`src/verilog/cfg_integrity_pkg.sv`:
```
package cfg_integrity_pkg;
	// APB register offsets
	localparam logic [7:0] OFF_CMD = 8'h00;
	localparam logic [7:0] OFF_PAGE = 8'h04;
	localparam logic [7:0] OFF_VOUT = 8'h08;
	localparam logic [7:0] OFF_DAC = 8'h0C;
	localparam logic [7:0] OFF_FLTCFG = 8'h10;
	localparam logic [7:0] OFF_STATUS = 8'h14;
	localparam logic [7:0] OFF_MFRSTAT = 8'h18;
	localparam logic [7:0] OFF_IRQ_STAT = 8'h1C;
	localparam logic [7:0] OFF_IRQ_MASK = 8'h20;
	localparam logic [7:0] OFF_ADDR = 8'h24;
	// Command codes written to OFF_CMD
	localparam logic [7:0] CMD_CLEAR = 8'h01;
	localparam logic [7:0] CMD_STORE = 8'h02;
	localparam logic [7:0] CMD_RESTORE = 8'h03;
	localparam logic [7:0] CMD_SOFT_RESET = 8'h04;
	// Field positions
	localparam int VOUT_RANGE_BIT = 16;
	localparam int MFR_CRC_BIT = 0;
	localparam int FLT_N = 4;
	localparam int IRQ_N = 4;
	// Reset values
	localparam logic [6:0] OWN_ADDR_RST = 7'h40;
	localparam logic [15:0] VOUT_RST = 16'h0000;
	localparam logic [IRQ_N-1:0] IRQ_MASK_RST = 4'h0;
	// Bus addresses
	localparam logic [6:0] ADDR_RECOVERY = 7'h7C;
	localparam logic [6:0] ADDR_GLOBAL0 = 7'h5A;
	localparam logic [6:0] ADDR_GLOBAL1 = 7'h5B;
	// Die temperature thresholds, degrees C
	localparam logic [7:0] TEMP_HOT_C = 8'h82;
	localparam logic [7:0] TEMP_COOL_C = 8'h7D;
	// Stored word: 8 data bits, 4 Hamming bits, overall parity at bit 0
	localparam int WORD_W = 13;
	localparam logic [7:0] CRC_POLY = 8'h07;
	// Reference DAC: full scale mV, gains, reciprocal scale
	localparam longint DAC_FS_MV = 1220;
	localparam longint GAIN_NORM = 34;
	localparam longint GAIN_LOW_X10 = 68;
	localparam int K_SHIFT = 20;
	localparam logic [19:0] DAC_K_NORM = 20'((64'd1 << 32) / (DAC_FS_MV * GAIN_NORM));
	localparam logic [19:0] DAC_K_LOW = 20'(((64'd1 << 32) * 10) / (DAC_FS_MV * GAIN_LOW_X10));
	localparam logic [11:0] DAC_MAX = 12'hFFF;

	typedef enum logic [1:0] {
		ST_BOOT = 2'b00,
		ST_LOAD = 2'b01,
		ST_RUN = 2'b10,
		ST_FAIL = 2'b11
	} state_e;
endpackage

```
`src/verilog/word_chk_if.sv`:
```
`timescale 1ns/1ps
interface word_chk_if;
	import cfg_integrity_pkg::*;
	logic [WORD_W-1:0] code;
	logic [7:0] data;
	logic uncorr;
	logic [7:0] crc_in;
	logic [7:0] crc_out;
	modport dec (input code, output data, output uncorr);
	modport crc (input data, input crc_in, output crc_out);
	modport ldr (output code, input data, input uncorr, output crc_in, input crc_out);
endinterface

```
`src/verilog/secded_decode.sv`:
```
`timescale 1ns/1ps
module secded_decode
	import cfg_integrity_pkg::*;
(
	word_chk_if.dec w
);
	logic [3:0] syn;
	logic par;
	logic [WORD_W-1:0] fix;

	always_comb begin
		syn = 4'h0;
		for (int i = 1; i < WORD_W; i++) begin
			if (w.code[i]) begin
				syn = syn ^ 4'(i);
			end
		end
		par = ^w.code;
		fix = w.code;
		if (par && syn != 4'h0 && syn < 4'(WORD_W)) begin
			fix[syn] = ~fix[syn];
		end
		w.uncorr = (!par && syn != 4'h0) || (par && syn >= 4'(WORD_W));
		w.data = {fix[12], fix[11], fix[10], fix[9], fix[7], fix[6], fix[5], fix[3]};
	end
endmodule // secded_decode

```
`src/verilog/crc8_step.sv`:
```
`timescale 1ns/1ps
module crc8_step
	import cfg_integrity_pkg::*;
(
	word_chk_if.crc w
);
	logic [7:0] c;

	always_comb begin
		c = w.crc_in ^ w.data;
		for (int b = 0; b < 8; b++) begin
			c = c[7] ? ((c << 1) ^ CRC_POLY) : (c << 1);
		end
		w.crc_out = c;
	end
endmodule // crc8_step

```
`src/verilog/config_memory_integrity.sv`:
```
// Added by the designer: the APB interface to the registers and the placing of the registers.
`timescale 1ns/1ps
module config_memory_integrity
	import cfg_integrity_pkg::*;
(
	input wire logic pclk,
	input wire logic presetn,
	input wire logic ce,
	input wire logic psel,
	input wire logic penable,
	input wire logic pwrite,
	input wire logic [7:0] paddr,
	input wire logic [31:0] pwdata,
	output logic [31:0] prdata,
	output logic pready,
	output logic pslverr,
	input wire logic link_clk,
	input wire logic link_dat,
	input wire logic link_frm,
	output logic load_req,
	output logic store_req,
	input wire logic wp,
	input wire logic [7:0] die_temp,
	input wire logic [FLT_N-1:0] fault_in,
	input wire logic [6:0] bus_addr,
	output logic addr_hit,
	input wire logic alert_i,
	output logic alert_o,
	output logic alert_oe_n,
	input wire logic [1:0] run_i,
	output logic [1:0] run_o,
	output logic [1:0] run_oe_n,
	output logic [11:0] dac0,
	output logic [11:0] dac1,
	output logic irq
);
	localparam int SYNC_W = 5 + FLT_N + 2;

	word_chk_if w ();
	secded_decode u_dec (.w(w));
	crc8_step u_crc (.w(w));

	logic [SYNC_W-1:0] s1_q;
	logic [SYNC_W-1:0] s2_q;
	logic lclk_s, ldat_s, lfrm_s, wp_s, alert_s;
	logic [FLT_N-1:0] fault_s;
	logic [1:0] run_s;
	logic lclk_prev_q, lfrm_prev_q;
	state_e state_q;
	logic page_q, hot_q, hot_d, cml_q, crc_flag_q, stored_q, reassert_q, shut_prev_q;
	logic [15:0] vout_q [2];
	logic rng_q [2];
	logic [11:0] dac_d [2];
	logic [FLT_N-1:0] mask_q, latch_q, flt_lat_q, flt_act;
	logic [IRQ_N-1:0] irq_stat_q, irq_mask_q, irq_ev;
	logic [6:0] own_q;
	logic [WORD_W-2:0] shift_q;
	logic [3:0] bit_cnt_q;
	logic [1:0] nwords_q;
	logic [7:0] crc_q;
	logic sect_q, bad_q;
	logic [31:0] rd_data;
	logic hit, wr, cmd_wr, do_restore, do_store, do_clear, in_load, lrise, frm_end;
	logic wdone, sec_bad, fin, fin_bad, load_ok, crc_ev, shut, live;

	always_ff @(posedge pclk or negedge presetn) begin
		if (!presetn) begin
			s1_q <= '0;
			s2_q <= '0;
			lclk_prev_q <= 1'b0;
			lfrm_prev_q <= 1'b0;
		end else if (ce) begin
			s1_q <= {link_clk, link_dat, link_frm, wp, alert_i, fault_in, run_i};
			s2_q <= s1_q;
			lclk_prev_q <= lclk_s;
			lfrm_prev_q <= lfrm_s;
		end
	end
	assign {lclk_s, ldat_s, lfrm_s, wp_s, alert_s, fault_s, run_s} = s2_q;

	// APB decode
	always_comb begin
		hit = 1'b1;
		rd_data = 32'h0000_0000;
		if (paddr == OFF_CMD) begin
			rd_data = 32'h0000_0000;
		end else if (paddr == OFF_PAGE) begin
			rd_data = {31'h0, page_q};
		end else if (paddr == OFF_VOUT) begin
			rd_data = {15'h0, rng_q[page_q], vout_q[page_q]};
		end else if (paddr == OFF_DAC) begin
			rd_data = {4'h0, dac1, 4'h0, dac0};
		end else if (paddr == OFF_FLTCFG) begin
			rd_data = {24'h0, latch_q, mask_q};
		end else if (paddr == OFF_STATUS) begin
			rd_data = {23'h0, stored_q, run_s, alert_s, wp_s, hot_q, state_q, cml_q};
		end else if (paddr == OFF_MFRSTAT) begin
			rd_data = {31'h0, crc_flag_q};
		end else if (paddr == OFF_IRQ_STAT) begin
			rd_data = {28'h0, irq_stat_q};
		end else if (paddr == OFF_IRQ_MASK) begin
			rd_data = {28'h0, irq_mask_q};
		end else if (paddr == OFF_ADDR) begin
			rd_data = {25'h0, own_q};
		end else begin
			hit = 1'b0;
		end
	end

	// One wait state, then the answer
	always_ff @(posedge pclk or negedge presetn) begin
		if (!presetn) begin
			pready <= 1'b0;
			pslverr <= 1'b0;
			prdata <= 32'h0000_0000;
		end else if (ce) begin
			pready <= psel && penable && !pready;
			if (psel && penable && !pready) begin
				prdata <= pwrite ? 32'h0000_0000 : rd_data;
				pslverr <= !hit;
			end
		end
	end

	assign wr = psel && penable && pready && pwrite && hit;
	assign cmd_wr = wr && paddr == OFF_CMD;
	assign do_restore = cmd_wr && (pwdata[7:0] == CMD_RESTORE || pwdata[7:0] == CMD_SOFT_RESET);
	assign do_store = cmd_wr && pwdata[7:0] == CMD_STORE && !hot_q && !wp_s;
	assign do_clear = cmd_wr && pwdata[7:0] == CMD_CLEAR;

	always_comb begin
		hot_d = hot_q;
		if (die_temp > TEMP_HOT_C) begin
			hot_d = 1'b1;
		end else if (die_temp < TEMP_COOL_C) begin
			hot_d = 1'b0;
		end
	end

	// Configuration registers
	always_ff @(posedge pclk or negedge presetn) begin
		if (!presetn) begin
			page_q <= 1'b0;
			vout_q[0] <= VOUT_RST;
			vout_q[1] <= VOUT_RST;
			rng_q[0] <= 1'b0;
			rng_q[1] <= 1'b0;
			mask_q <= '0;
			latch_q <= '0;
			own_q <= OWN_ADDR_RST;
			irq_mask_q <= IRQ_MASK_RST;
			hot_q <= 1'b0;
		end else if (ce) begin
			hot_q <= hot_d;
			if (wr && paddr == OFF_PAGE) begin
				page_q <= pwdata[0];
			end
			if (wr && paddr == OFF_IRQ_MASK) begin
				irq_mask_q <= pwdata[IRQ_N-1:0];
			end
			if (wr && !wp_s && paddr == OFF_VOUT) begin
				vout_q[page_q] <= pwdata[15:0];
				rng_q[page_q] <= pwdata[VOUT_RANGE_BIT];
			end
			if (wr && !wp_s && paddr == OFF_FLTCFG) begin
				mask_q <= pwdata[FLT_N-1:0];
				latch_q <= pwdata[2*FLT_N-1:FLT_N];
			end
			if (wr && !wp_s && paddr == OFF_ADDR) begin
				own_q <= pwdata[6:0];
			end
		end
	end

	always_comb begin
		logic [35:0] prod;
		prod = '0;
		for (int c = 0; c < 2; c++) begin
			prod = 36'(vout_q[c]) * 36'(rng_q[c] ? DAC_K_LOW : DAC_K_NORM);
			dac_d[c] = (prod >> K_SHIFT) > 36'(DAC_MAX) ? DAC_MAX : prod[K_SHIFT+11:K_SHIFT];
		end
	end

	always_ff @(posedge pclk or negedge presetn) begin
		if (!presetn) begin
			dac0 <= 12'h000;
			dac1 <= 12'h000;
		end else if (ce) begin
			dac0 <= dac_d[0];
			dac1 <= dac_d[1];
		end
	end

	// Loader: link sampling and word assembly
	assign in_load = state_q == ST_LOAD;
	assign lrise = lclk_s && !lclk_prev_q;
	assign frm_end = in_load && lfrm_prev_q && !lfrm_s;
	assign wdone = in_load && lrise && lfrm_s && bit_cnt_q == 4'(WORD_W - 1);
	assign w.code = {shift_q, ldat_s};
	assign w.crc_in = crc_q;
	assign sec_bad = crc_q != 8'h00 || nwords_q != 2'd2 || bit_cnt_q != 4'h0;
	assign fin = frm_end && sect_q;
	assign fin_bad = bad_q || sec_bad;
	assign load_ok = fin && !fin_bad;
	assign crc_ev = fin && fin_bad;

	always_ff @(posedge pclk or negedge presetn) begin
		if (!presetn) begin
			shift_q <= '0;
			bit_cnt_q <= 4'h0;
			nwords_q <= 2'd0;
			crc_q <= 8'h00;
			sect_q <= 1'b0;
			bad_q <= 1'b0;
			load_req <= 1'b0;
		end else if (ce) begin
			load_req <= in_load && !fin;
			if (!in_load) begin
				bit_cnt_q <= 4'h0;
				nwords_q <= 2'd0;
				crc_q <= 8'h00;
				sect_q <= 1'b0;
				bad_q <= 1'b0;
			end else if (frm_end) begin
				bad_q <= bad_q || sec_bad;
				sect_q <= !sect_q;
				bit_cnt_q <= 4'h0;
				nwords_q <= 2'd0;
				crc_q <= 8'h00;
			end else if (wdone) begin
				crc_q <= w.crc_out;
				bad_q <= bad_q || w.uncorr;
				bit_cnt_q <= 4'h0;
				if (nwords_q != 2'd2) begin
					nwords_q <= nwords_q + 2'd1;
				end
			end else if (lrise && lfrm_s) begin
				shift_q <= {shift_q[WORD_W-3:0], ldat_s};
				bit_cnt_q <= bit_cnt_q + 4'h1;
			end
		end
	end

	// Controller state
	always_ff @(posedge pclk or negedge presetn) begin
		if (!presetn) begin
			state_q <= ST_BOOT;
		end else if (ce) begin
			case (state_q)
				ST_BOOT: begin
					state_q <= ST_LOAD;
				end
				ST_LOAD: begin
					if (fin) begin
						state_q <= fin_bad ? ST_FAIL : ST_RUN;
					end
				end
				ST_RUN: begin
					if (do_restore) begin
						state_q <= ST_LOAD;
					end
				end
				ST_FAIL: begin
					if (do_restore) begin
						state_q <= ST_LOAD;
					end else if (do_clear && stored_q) begin
						state_q <= ST_RUN;
					end
				end
				default: state_q <= ST_BOOT;
			endcase
		end
	end

	// Fault flags, repair tracking
	always_ff @(posedge pclk or negedge presetn) begin
		if (!presetn) begin
			cml_q <= 1'b0;
			crc_flag_q <= 1'b0;
			stored_q <= 1'b0;
			reassert_q <= 1'b0;
			store_req <= 1'b0;
		end else if (ce) begin
			store_req <= do_store;
			if (do_store) begin
				stored_q <= 1'b1;
			end else if (in_load) begin
				stored_q <= 1'b0;
			end
			reassert_q <= (do_clear || (wr && paddr == OFF_MFRSTAT && pwdata[MFR_CRC_BIT])) &&
				state_q == ST_FAIL && !stored_q;
			if (crc_ev || reassert_q) begin
				cml_q <= 1'b1;
				crc_flag_q <= 1'b1;
			end else begin
				if (do_clear) begin
					cml_q <= 1'b0;
				end
				if (do_clear || (wr && paddr == OFF_MFRSTAT && pwdata[MFR_CRC_BIT])) begin
					crc_flag_q <= 1'b0;
				end
			end
		end
	end

	assign flt_act = fault_s & ~mask_q;
	assign live = |(flt_act & ~latch_q);
	assign shut = live || |flt_lat_q;

	always_ff @(posedge pclk or negedge presetn) begin
		if (!presetn) begin
			flt_lat_q <= '0;
			shut_prev_q <= 1'b0;
		end else if (ce) begin
			shut_prev_q <= shut;
			flt_lat_q <= (do_clear ? '0 : flt_lat_q) | (flt_act & latch_q);
		end
	end

	// Interrupt status, write one to clear, set wins
	assign irq_ev = {shut && !shut_prev_q, hot_d && !hot_q, load_ok, crc_ev};

	always_ff @(posedge pclk or negedge presetn) begin
		if (!presetn) begin
			irq_stat_q <= '0;
			irq <= 1'b0;
		end else if (ce) begin
			if (wr && paddr == OFF_IRQ_STAT) begin
				irq_stat_q <= (irq_stat_q & ~pwdata[IRQ_N-1:0]) | irq_ev;
			end else begin
				irq_stat_q <= irq_stat_q | irq_ev;
			end
			irq <= |(irq_stat_q & irq_mask_q);
		end
	end

	// Pins and address acceptance
	always_ff @(posedge pclk or negedge presetn) begin
		if (!presetn) begin
			alert_oe_n <= 1'b1;
			run_oe_n <= 2'b00;
			addr_hit <= 1'b0;
			alert_o <= 1'b0;
			run_o <= 2'b00;
		end else if (ce) begin
			alert_o <= 1'b0;
			run_o <= 2'b00;
			alert_oe_n <= !(cml_q || state_q == ST_FAIL);
			run_oe_n <= (state_q == ST_RUN && !shut) ? 2'b11 : 2'b00;
			addr_hit <= bus_addr == own_q || bus_addr == ADDR_GLOBAL0 ||
				bus_addr == ADDR_GLOBAL1 ||
				(state_q == ST_FAIL && bus_addr == ADDR_RECOVERY);
		end
	end
endmodule // config_memory_integrity

```
`config.mk`:
```
export PLATFORM = sky130hd
export DESIGN_NAME = config_memory_integrity
export DESIGN_NICKNAME = d
export VERILOG_FILES = /design/src/verilog/cfg_integrity_pkg.sv /design/src/verilog/word_chk_if.sv /design/src/verilog/secded_decode.sv /design/src/verilog/crc8_step.sv /design/src/verilog/config_memory_integrity.sv
export SDC_FILE = /design/constraint.sdc
export NUM_CORES = 1
export LEC_CHECK = 0
export ABC_AREA = 1
export BUFFER_PORTS_ARGS = -buffer_cell sky130_fd_sc_hd__clkbuf_2
export CAP_MARGIN = 20
export CORE_ASPECT_RATIO = 0.6
export CORE_MARGIN = 3
export CORE_UTILIZATION = 40
export CTS_CLUSTER_DIAMETER = 120
export CTS_CLUSTER_SIZE = 28
export DETAILED_ROUTE_END_ITERATION = 8
export PLACE_DENSITY = 0.62
export SLEW_MARGIN = 20
export SYNTH_ARGS = -nofsm -noshare
export SYNTH_HDL_FRONTEND = slang
export SYNTH_HIERARCHICAL = 1
export SYNTH_SLANG_ARGS = --single-unit
```
`constraint.sdc`:
```
create_clock -name pclk -period 7.2 [get_ports pclk]
set_clock_uncertainty 0.05 [all_clocks]
set_input_delay 1.44 -clock pclk [delete_from_list [all_inputs] [get_ports pclk]]
set_output_delay 1.44 -clock pclk [all_outputs]
set_load 0.02 [all_outputs]
```
# After elaboration in Yosys (flattened, before gate mapping)
# Index checks and enable logic that the tools add are counted.
dict set report word_totals {
  inputBits 72
  output_inout_bits 68
  regBits 187
  wordCells 311
}
dict set report op_classes {
  n_lt_le_gt_ge 10
  n_eq_ne 29
  mul 2
  muxes 96
  add_sub_neg 2
  reduce_logical 98
  bitwise_logic 35
}
# operator count
set op_table {}
lappend op_table {{two-way mux 32 bit} 3}
lappend op_table {{multiplier 16 x 19 -> 35 bit} 2}
lappend op_table {{two-way mux 16 bit} 4}
lappend op_table {{two-way mux 28 bit} 2}
lappend op_table {{logical AND 1 bit} 44}
lappend op_table {{two-way mux 4 bit} 11}
lappend op_table {{two-way mux 19 bit} 2}
lappend op_table {{two-way mux 3 bit} 12}
lappend op_table {{bitwise mux 32 bit} 1}
lappend op_table {{== test 8 x 5 -> 1 bit (second input constant)} 4}
lappend op_table {{two-way mux 1 bit} 31}
lappend op_table {{greater-than comparator 15 x 12 -> 1 bit (second input constant)} 2}
lappend op_table {{NOT 3 bit} 10}
lappend op_table {{two-way mux 7 bit} 4}
lappend op_table {{two-way mux 12 bit} 2}
lappend op_table {{two-way mux 8 bit} 3}
lappend op_table {{AND reduction 2 bit} 12}
lappend op_table {{two-way mux 2 bit} 11}
lappend op_table {{== test 7 bit (second input constant)} 3}
lappend op_table {{AND 4 bit} 5}
lappend op_table {{two-way mux 9 bit} 2}
lappend op_table {{demux 16 bit (select 1 bit)} 1}
lappend op_table {{== test 8 x 2 -> 1 bit (second input constant)} 2}
lappend op_table {{== test 8 x 3 -> 1 bit (second input constant)} 2}
lappend op_table {{48 further kinds} 97}

# Logic depth before layout (Yosys ltp)
dict set report depth {
  word_depth 46
  mapped_depth 32
  depth_no_buf 31
}

# Hierarchy
# The synthesis kept the hierarchy.
# mod cells_each area_each_um2 seq_area_each_um2 instances
set by_module_without_submodules {}
lappend by_module_without_submodules {config_memory_integrity 2999 24458.5 4556.9 1}
lappend by_module_without_submodules {secded_decode 175 934.6 0.0 1}
lappend by_module_without_submodules {crc8_step 74 377.9 0.0 1}

# Least setup slack after synthesis
# OpenSTA, ideal clock, no wires.
dict set report synth_path {
  kind {reg-to-reg}
  start {register rng_q[1] (netlist bit)}
  end {register dac0[5]}
  path_buffers 3
  required_time_ps 7033
  t_arrival_ps 5560
  setup_ps 117
  path_stages_with_launch 28
  synth_period_minus_slack_ps 5728
  path_slack_ps 1472
  path_cell_list {dfrtp_1 > clkbuf_1 > buf_1 > nand2_1 > fa_1 > inv_1 > fa_1 > inv_1 > fa_1 > inv_1 > fa_1 > fa_1 > inv_1 > fa_1 > inv_1 > ha_1 > nand2_1 > nor2_1 > inv_1 > nor3_1 > nand2_1 > nand2_1 > nand2_1 > nand2_1 > nand3_1 > buf_2 > nor2_1 > nor2_1}
}
dict set report synth_between {
  elab_chain_cells 4
}
# element line
set synth_rtl {}
lappend synth_rtl {{start: declaration} config_memory_integrity.sv:52} ;# logic rng_q [2];
lappend synth_rtl {{start signal: indexed assignment} config_memory_integrity.sv:163} ;# rng_q[page_q] <= pwdata[VOUT_RANGE_BIT];
lappend synth_rtl {{two-way mux 19 bit (*)} config_memory_integrity.sv:179} ;# prod = 36'(vout_q[c]) * 36'(rng_q[c] ? DAC_K_LOW : DAC_K_NORM);
lappend synth_rtl {{multiplier 16 x 19 -> 35 bit (*)} config_memory_integrity.sv:179}
lappend synth_rtl {{greater-than comparator 15 x 12 -> 1 bit} config_memory_integrity.sv:180} ;# dac_d[c] = (prod >> K_SHIFT) > 36'(DAC_MAX) ? DAC_MAX : prod[K_SHIFT+11:K_SHIFT];
lappend synth_rtl {{two-way mux 12 bit (*)} config_memory_integrity.sv:180}
lappend synth_rtl {{end signal: assignment} config_memory_integrity.sv:189} ;# dac0 <= dac_d[0];
lappend synth_rtl {{end: declaration} config_memory_integrity.sv:33} ;# output logic [11:0] dac0,
# Every way passes the cells marked *; elsewhere a longest branch is shown, timed or not.
# A chain may end at the register's enable or synchronous reset.

# Worst setup path in the final report
dict set report layout_path {
  start {register rng_q[0] (netlist bit)}
  end {register dac1[11]}
}
dict set report layout_between {
  elab_chain_cells 4
}
# element line
set layout_rtl {}
lappend layout_rtl {{two-way mux 19 bit (*)} config_memory_integrity.sv:179}
lappend layout_rtl {{multiplier 16 x 19 -> 35 bit (*)} config_memory_integrity.sv:179}
lappend layout_rtl {{greater-than comparator 15 x 12 -> 1 bit} config_memory_integrity.sv:180}
lappend layout_rtl {{two-way mux 12 bit (*)} config_memory_integrity.sv:180}
lappend layout_rtl {{end signal: assignment} config_memory_integrity.sv:190} ;# dac1 <= dac_d[1];
lappend layout_rtl {{end: declaration} config_memory_integrity.sv:34} ;# output logic [11:0] dac1,
# Marks and branches as above.

==> results by group <==
Yosys
  • Area fraction of the dominant cell type after synthesis: 0.256
  • Predominant post-synthesis flop cell: dfrtp_1
  • Top cell type by total area after synthesis: fa_1
  • #FFs+latches synth: 182
  • Post-synthesis xor/xnor area fraction: 0.0148
  • Largest family of logic cells by synthesized area: adder cells
  • Post-Synthesis Cell Area: 0.0258 mm2
  • Seq/Total Area, Yosys: 0.177
  • Asr flop ratio synth: 1.00
  • Post-synth EDFFs: 0
  • Post-synthesis mux area share: 0.00393
  • Adder-cell area share of the yosys netlist: 0.410
  • Simple-Gate Fraction of Synth Area: 0.190
  • Ys Warns: 6
  • Complex-gate fraction of the synthesized area: 0.0737
  • Synth cell types: 64
  • Main area contributors after synthesis: fa_1 26%, dfrtp_1 17%, ha_1 15%
  • Gate Count Post-Synth: 3248
  • Synth Area per Inst: 7.93 um2

Power and ir drop
  • PwrDens: 122 mW/mm2
  • LEAKAGE: 16.1 nW
  • Psw: 1.41 mW
  • Total Power: 3.43 mW
  • Clock power share: 0.285
  • Net Sw Frac: 0.412
  • Flop pwr share: 0.345
  • Max VDD drop: 0.147 mV
  • Comb pwr share: 0.370
  • Internal power: 2.02 mW

Critical path
  • Crit path capture type: register
  • Buffers & Inverters on Critical Path: 8
  • Worst Path Required: 7500 ps
  • Critical path class: reg2reg
  • Largest delay share family, worst path: adder cells
  • CP Max Fanout: 19
  • CP Launch Type: register
  • CP max stage cell: dfrtp_1
  • Slowest stage delay, CP: 650 ps
  • Arr. time, crit path: 6710 ps
  • R2R setup slack: 790 ps

Routing
  • First-pass DRT Iterations: 6
  • Routed wire per std cell: 16.7 um
  • Remaining DRCs: 0
  • DRT antenna net count: 0
  • Initial DRC Count: 1811
  • Drt total wl: 70.6 mm
  • Total vias in the final route: 20500
  • Avg Vias per Cell: 4.86

Timing
  • Worst-margin pin slew: 1100 ps
  • Min Tclk post-route: 6410 ps
  • Final Cycle Share: 0.890
  • RSZ-0062 raised after global routing: false
  • Setup total negative slack: 0 ps
  • WHS: 414 ps
  • Final Hold Viols: 0
  • Worst Slack Setup Final: 794 ps
  • Final setup vio count: 0
  • Slew Viols, Final: 0
  • Max Freq: 0.156 GHz
  • Worst slew margin: 0.261

Global routing
  • GRT Residual Overflow: 0
  • First-pass GRT wire length: 114 mm
  • GR peak layer: met1
  • Largest net degree at the start of global routing: 81
  • Gr usage total: 0.215
  • Met2 global-route usage: 0.278
  • Number of global-route vias before repair: 20000
  • Initial antenna violation count: 1
  • Met1 Use GR: 0.352
  • GRT met3 Usage: 0.0638

CTS
  • Clock slew at reported path FFs: 80 ps
  • Sink Count: 182
  • Post-CTS Setup Bufs: 0
  • Cts hold-fix bufs: 0
  • Resized cells post-CTS: 0
  • H-tree depth: 4
  • Clock buffer depth: 2
  • CTS tree: built
  • Clock root buffer: clkbuf_16
  • Total CTS buffers: 17
  • Clk_lat worst skew: 460 ps

Die
  • # IOs: 140
  • CORE AREA: 0.0632 mm2
  • Die W: 334 um
  • Die area: 0.0676 mm2
  • Initial Utilization: 0.408
  • Die H: 203 um
  • Rows: 71

Placed design
  • Routability cong.: 0.968
  • Port bufs: 117
  • HPWL after DPL: 61.2 mm
  • Placed Cells: 4192
  • DP Worst Slack: 845 ps
  • DP Area: 0.0274 mm2

Layout
  • Area Growth Syn to Fin: 8.65%
  • Finished Layout Cells: 4224
  • Final Instance Area: 0.0280 mm2
  • Multi-input logic area: 0.0179 mm2
  • Finished Core Util: 0.443
  • Reg area: 0.00456 mm2
  • Share of cells above drive strength 1: 0.0774
  • Fillers: 6438
  • Final layout net count: 4091
  • Ant. Diodes: 0

Min path
  • Hold Path Class: reg2reg

Flow run
  • MaxCap Viol Count: 0

Status
  • Outcome: finished, final reports clean
[final cells by class]
| type | instances | share of cell area |
|---|---|---|
| Multi-Input combinational cell | 2207 | 0.639 |
| Tap cell | 839 | 0.0375 |
| Sequential cell | 182 | 0.163 |
| Clock inverter | 14 | 0.00648 |
| Timing Repair Buffer | 144 | 0.0285 |
| Inverter | 820 | 0.110 |
| Clock buffer | 18 | 0.0153 |
[sequential cells by signal, indices dropped and copies added, names as in the netlist, 2 cells and up]
signal,count
irq_mask_q,4
prdata,28
rng_q,2
flt_lat_q,4
latch_q,4
own_q,7
crc_q,8
state_q,2
nwords_q,2
bit_cnt_q,4
shift_q,12
vout_q,32
dac1,12
s1_q,11
s2_q,11
irq_stat_q,4
dac0,12
mask_q,4
[placed cells by master, fill, tap and decap left out, types with 62 or more instances in the layout]
cell and count:
ha_1 317, o21ai_0 126, inv_1 802, a21oi_1 94, dfrtp_1 180, nand2_1 678, nand3_1 114, nor2_1 254
o21ai_1 62, clkbuf_2 116, fa_1 330
[cell usage after synthesis (all sizes together), types with 18 or more instances]
master    n
xor2     19
inv     817
a21oi    94
buf      27
nand2   702
nand4    18
dfrtp   180
nand3   123
nor2    272
o21ai   188
nor3     25
fa      330
ha      317
clkbuf   27
xnor2    18
[worst reg2reg max path, stage by stage (launching register included)]
cell	delay [ps]
dfrtp_1	650
buf_4	350
nand2_1	110
inv_1	200
ha_1	270
inv_1	80
fa_1	440
fa_1	560
inv_1	60
fa_1	480
fa_1	510
inv_1	60
fa_1	480
inv_1	40
ha_1	360
a21oi_1	340
o21ai_0	220
nand2_1	100
nand2_1	70
a21oi_1	170
nand2_1	70
nand2_1	50
nand2_1	40
inv_1	250
nand3_1	160
nand2_1	80
inv_1	40
[routing by layer]
| layer | wire (um) | vias to the layer above |
|---|---|---|
| li1 | - | 10100 |
| met1 | 37100 | 9676 |
| met2 | 25600 | 696 |
| met3 | 7260 | 38 |
| met4 | 618 | 2 |
| met5 | 13 | - |
[power groups by stage]
stage / logic [mW] / registers (mW) / clock network (mW)
2_1_floorplan: 0.962 / 1.20 / 0
3_3_place_gp: 1.24 / 1.20 / 0
3_5_place_dp: 1.25 / 1.20 / 0
4_1_cts: 1.25 / 1.18 / 0.991
5_1_grt: 1.42 / 1.20 / 1.03
6_report: 1.27 / 1.18 / 0.976
[cell families after synthesis]
| kind of cell | after synthesis |
|---|---|
| other | 2 |
| flip-flops | 182 |
| multiplexers | 9 |
| AO/OA/AOI/OAI | 345 |
| AND/OR/NAND/NOR | 1152 |
| adder cells (fa/ha/maj) | 647 |
| buffers and inverters | 874 |
| XOR/XNOR | 37 |
[final timing paths]
check | from | end | depth (start not counted)
setup / recovery | rng_q[0] | dac1[11] | 26
hold / removal | shut_prev_q | irq_stat_q[3] | 1
setup reg to reg | rng_q[0] | dac1[11] | 26
hold reg to reg | shut_prev_q | irq_stat_q[3] | 1
max in group asynchronous | presetn | prdata[14] | 2
min in group asynchronous | presetn | nwords_q[0] | 1
Power figures use the tool's default switching activity.
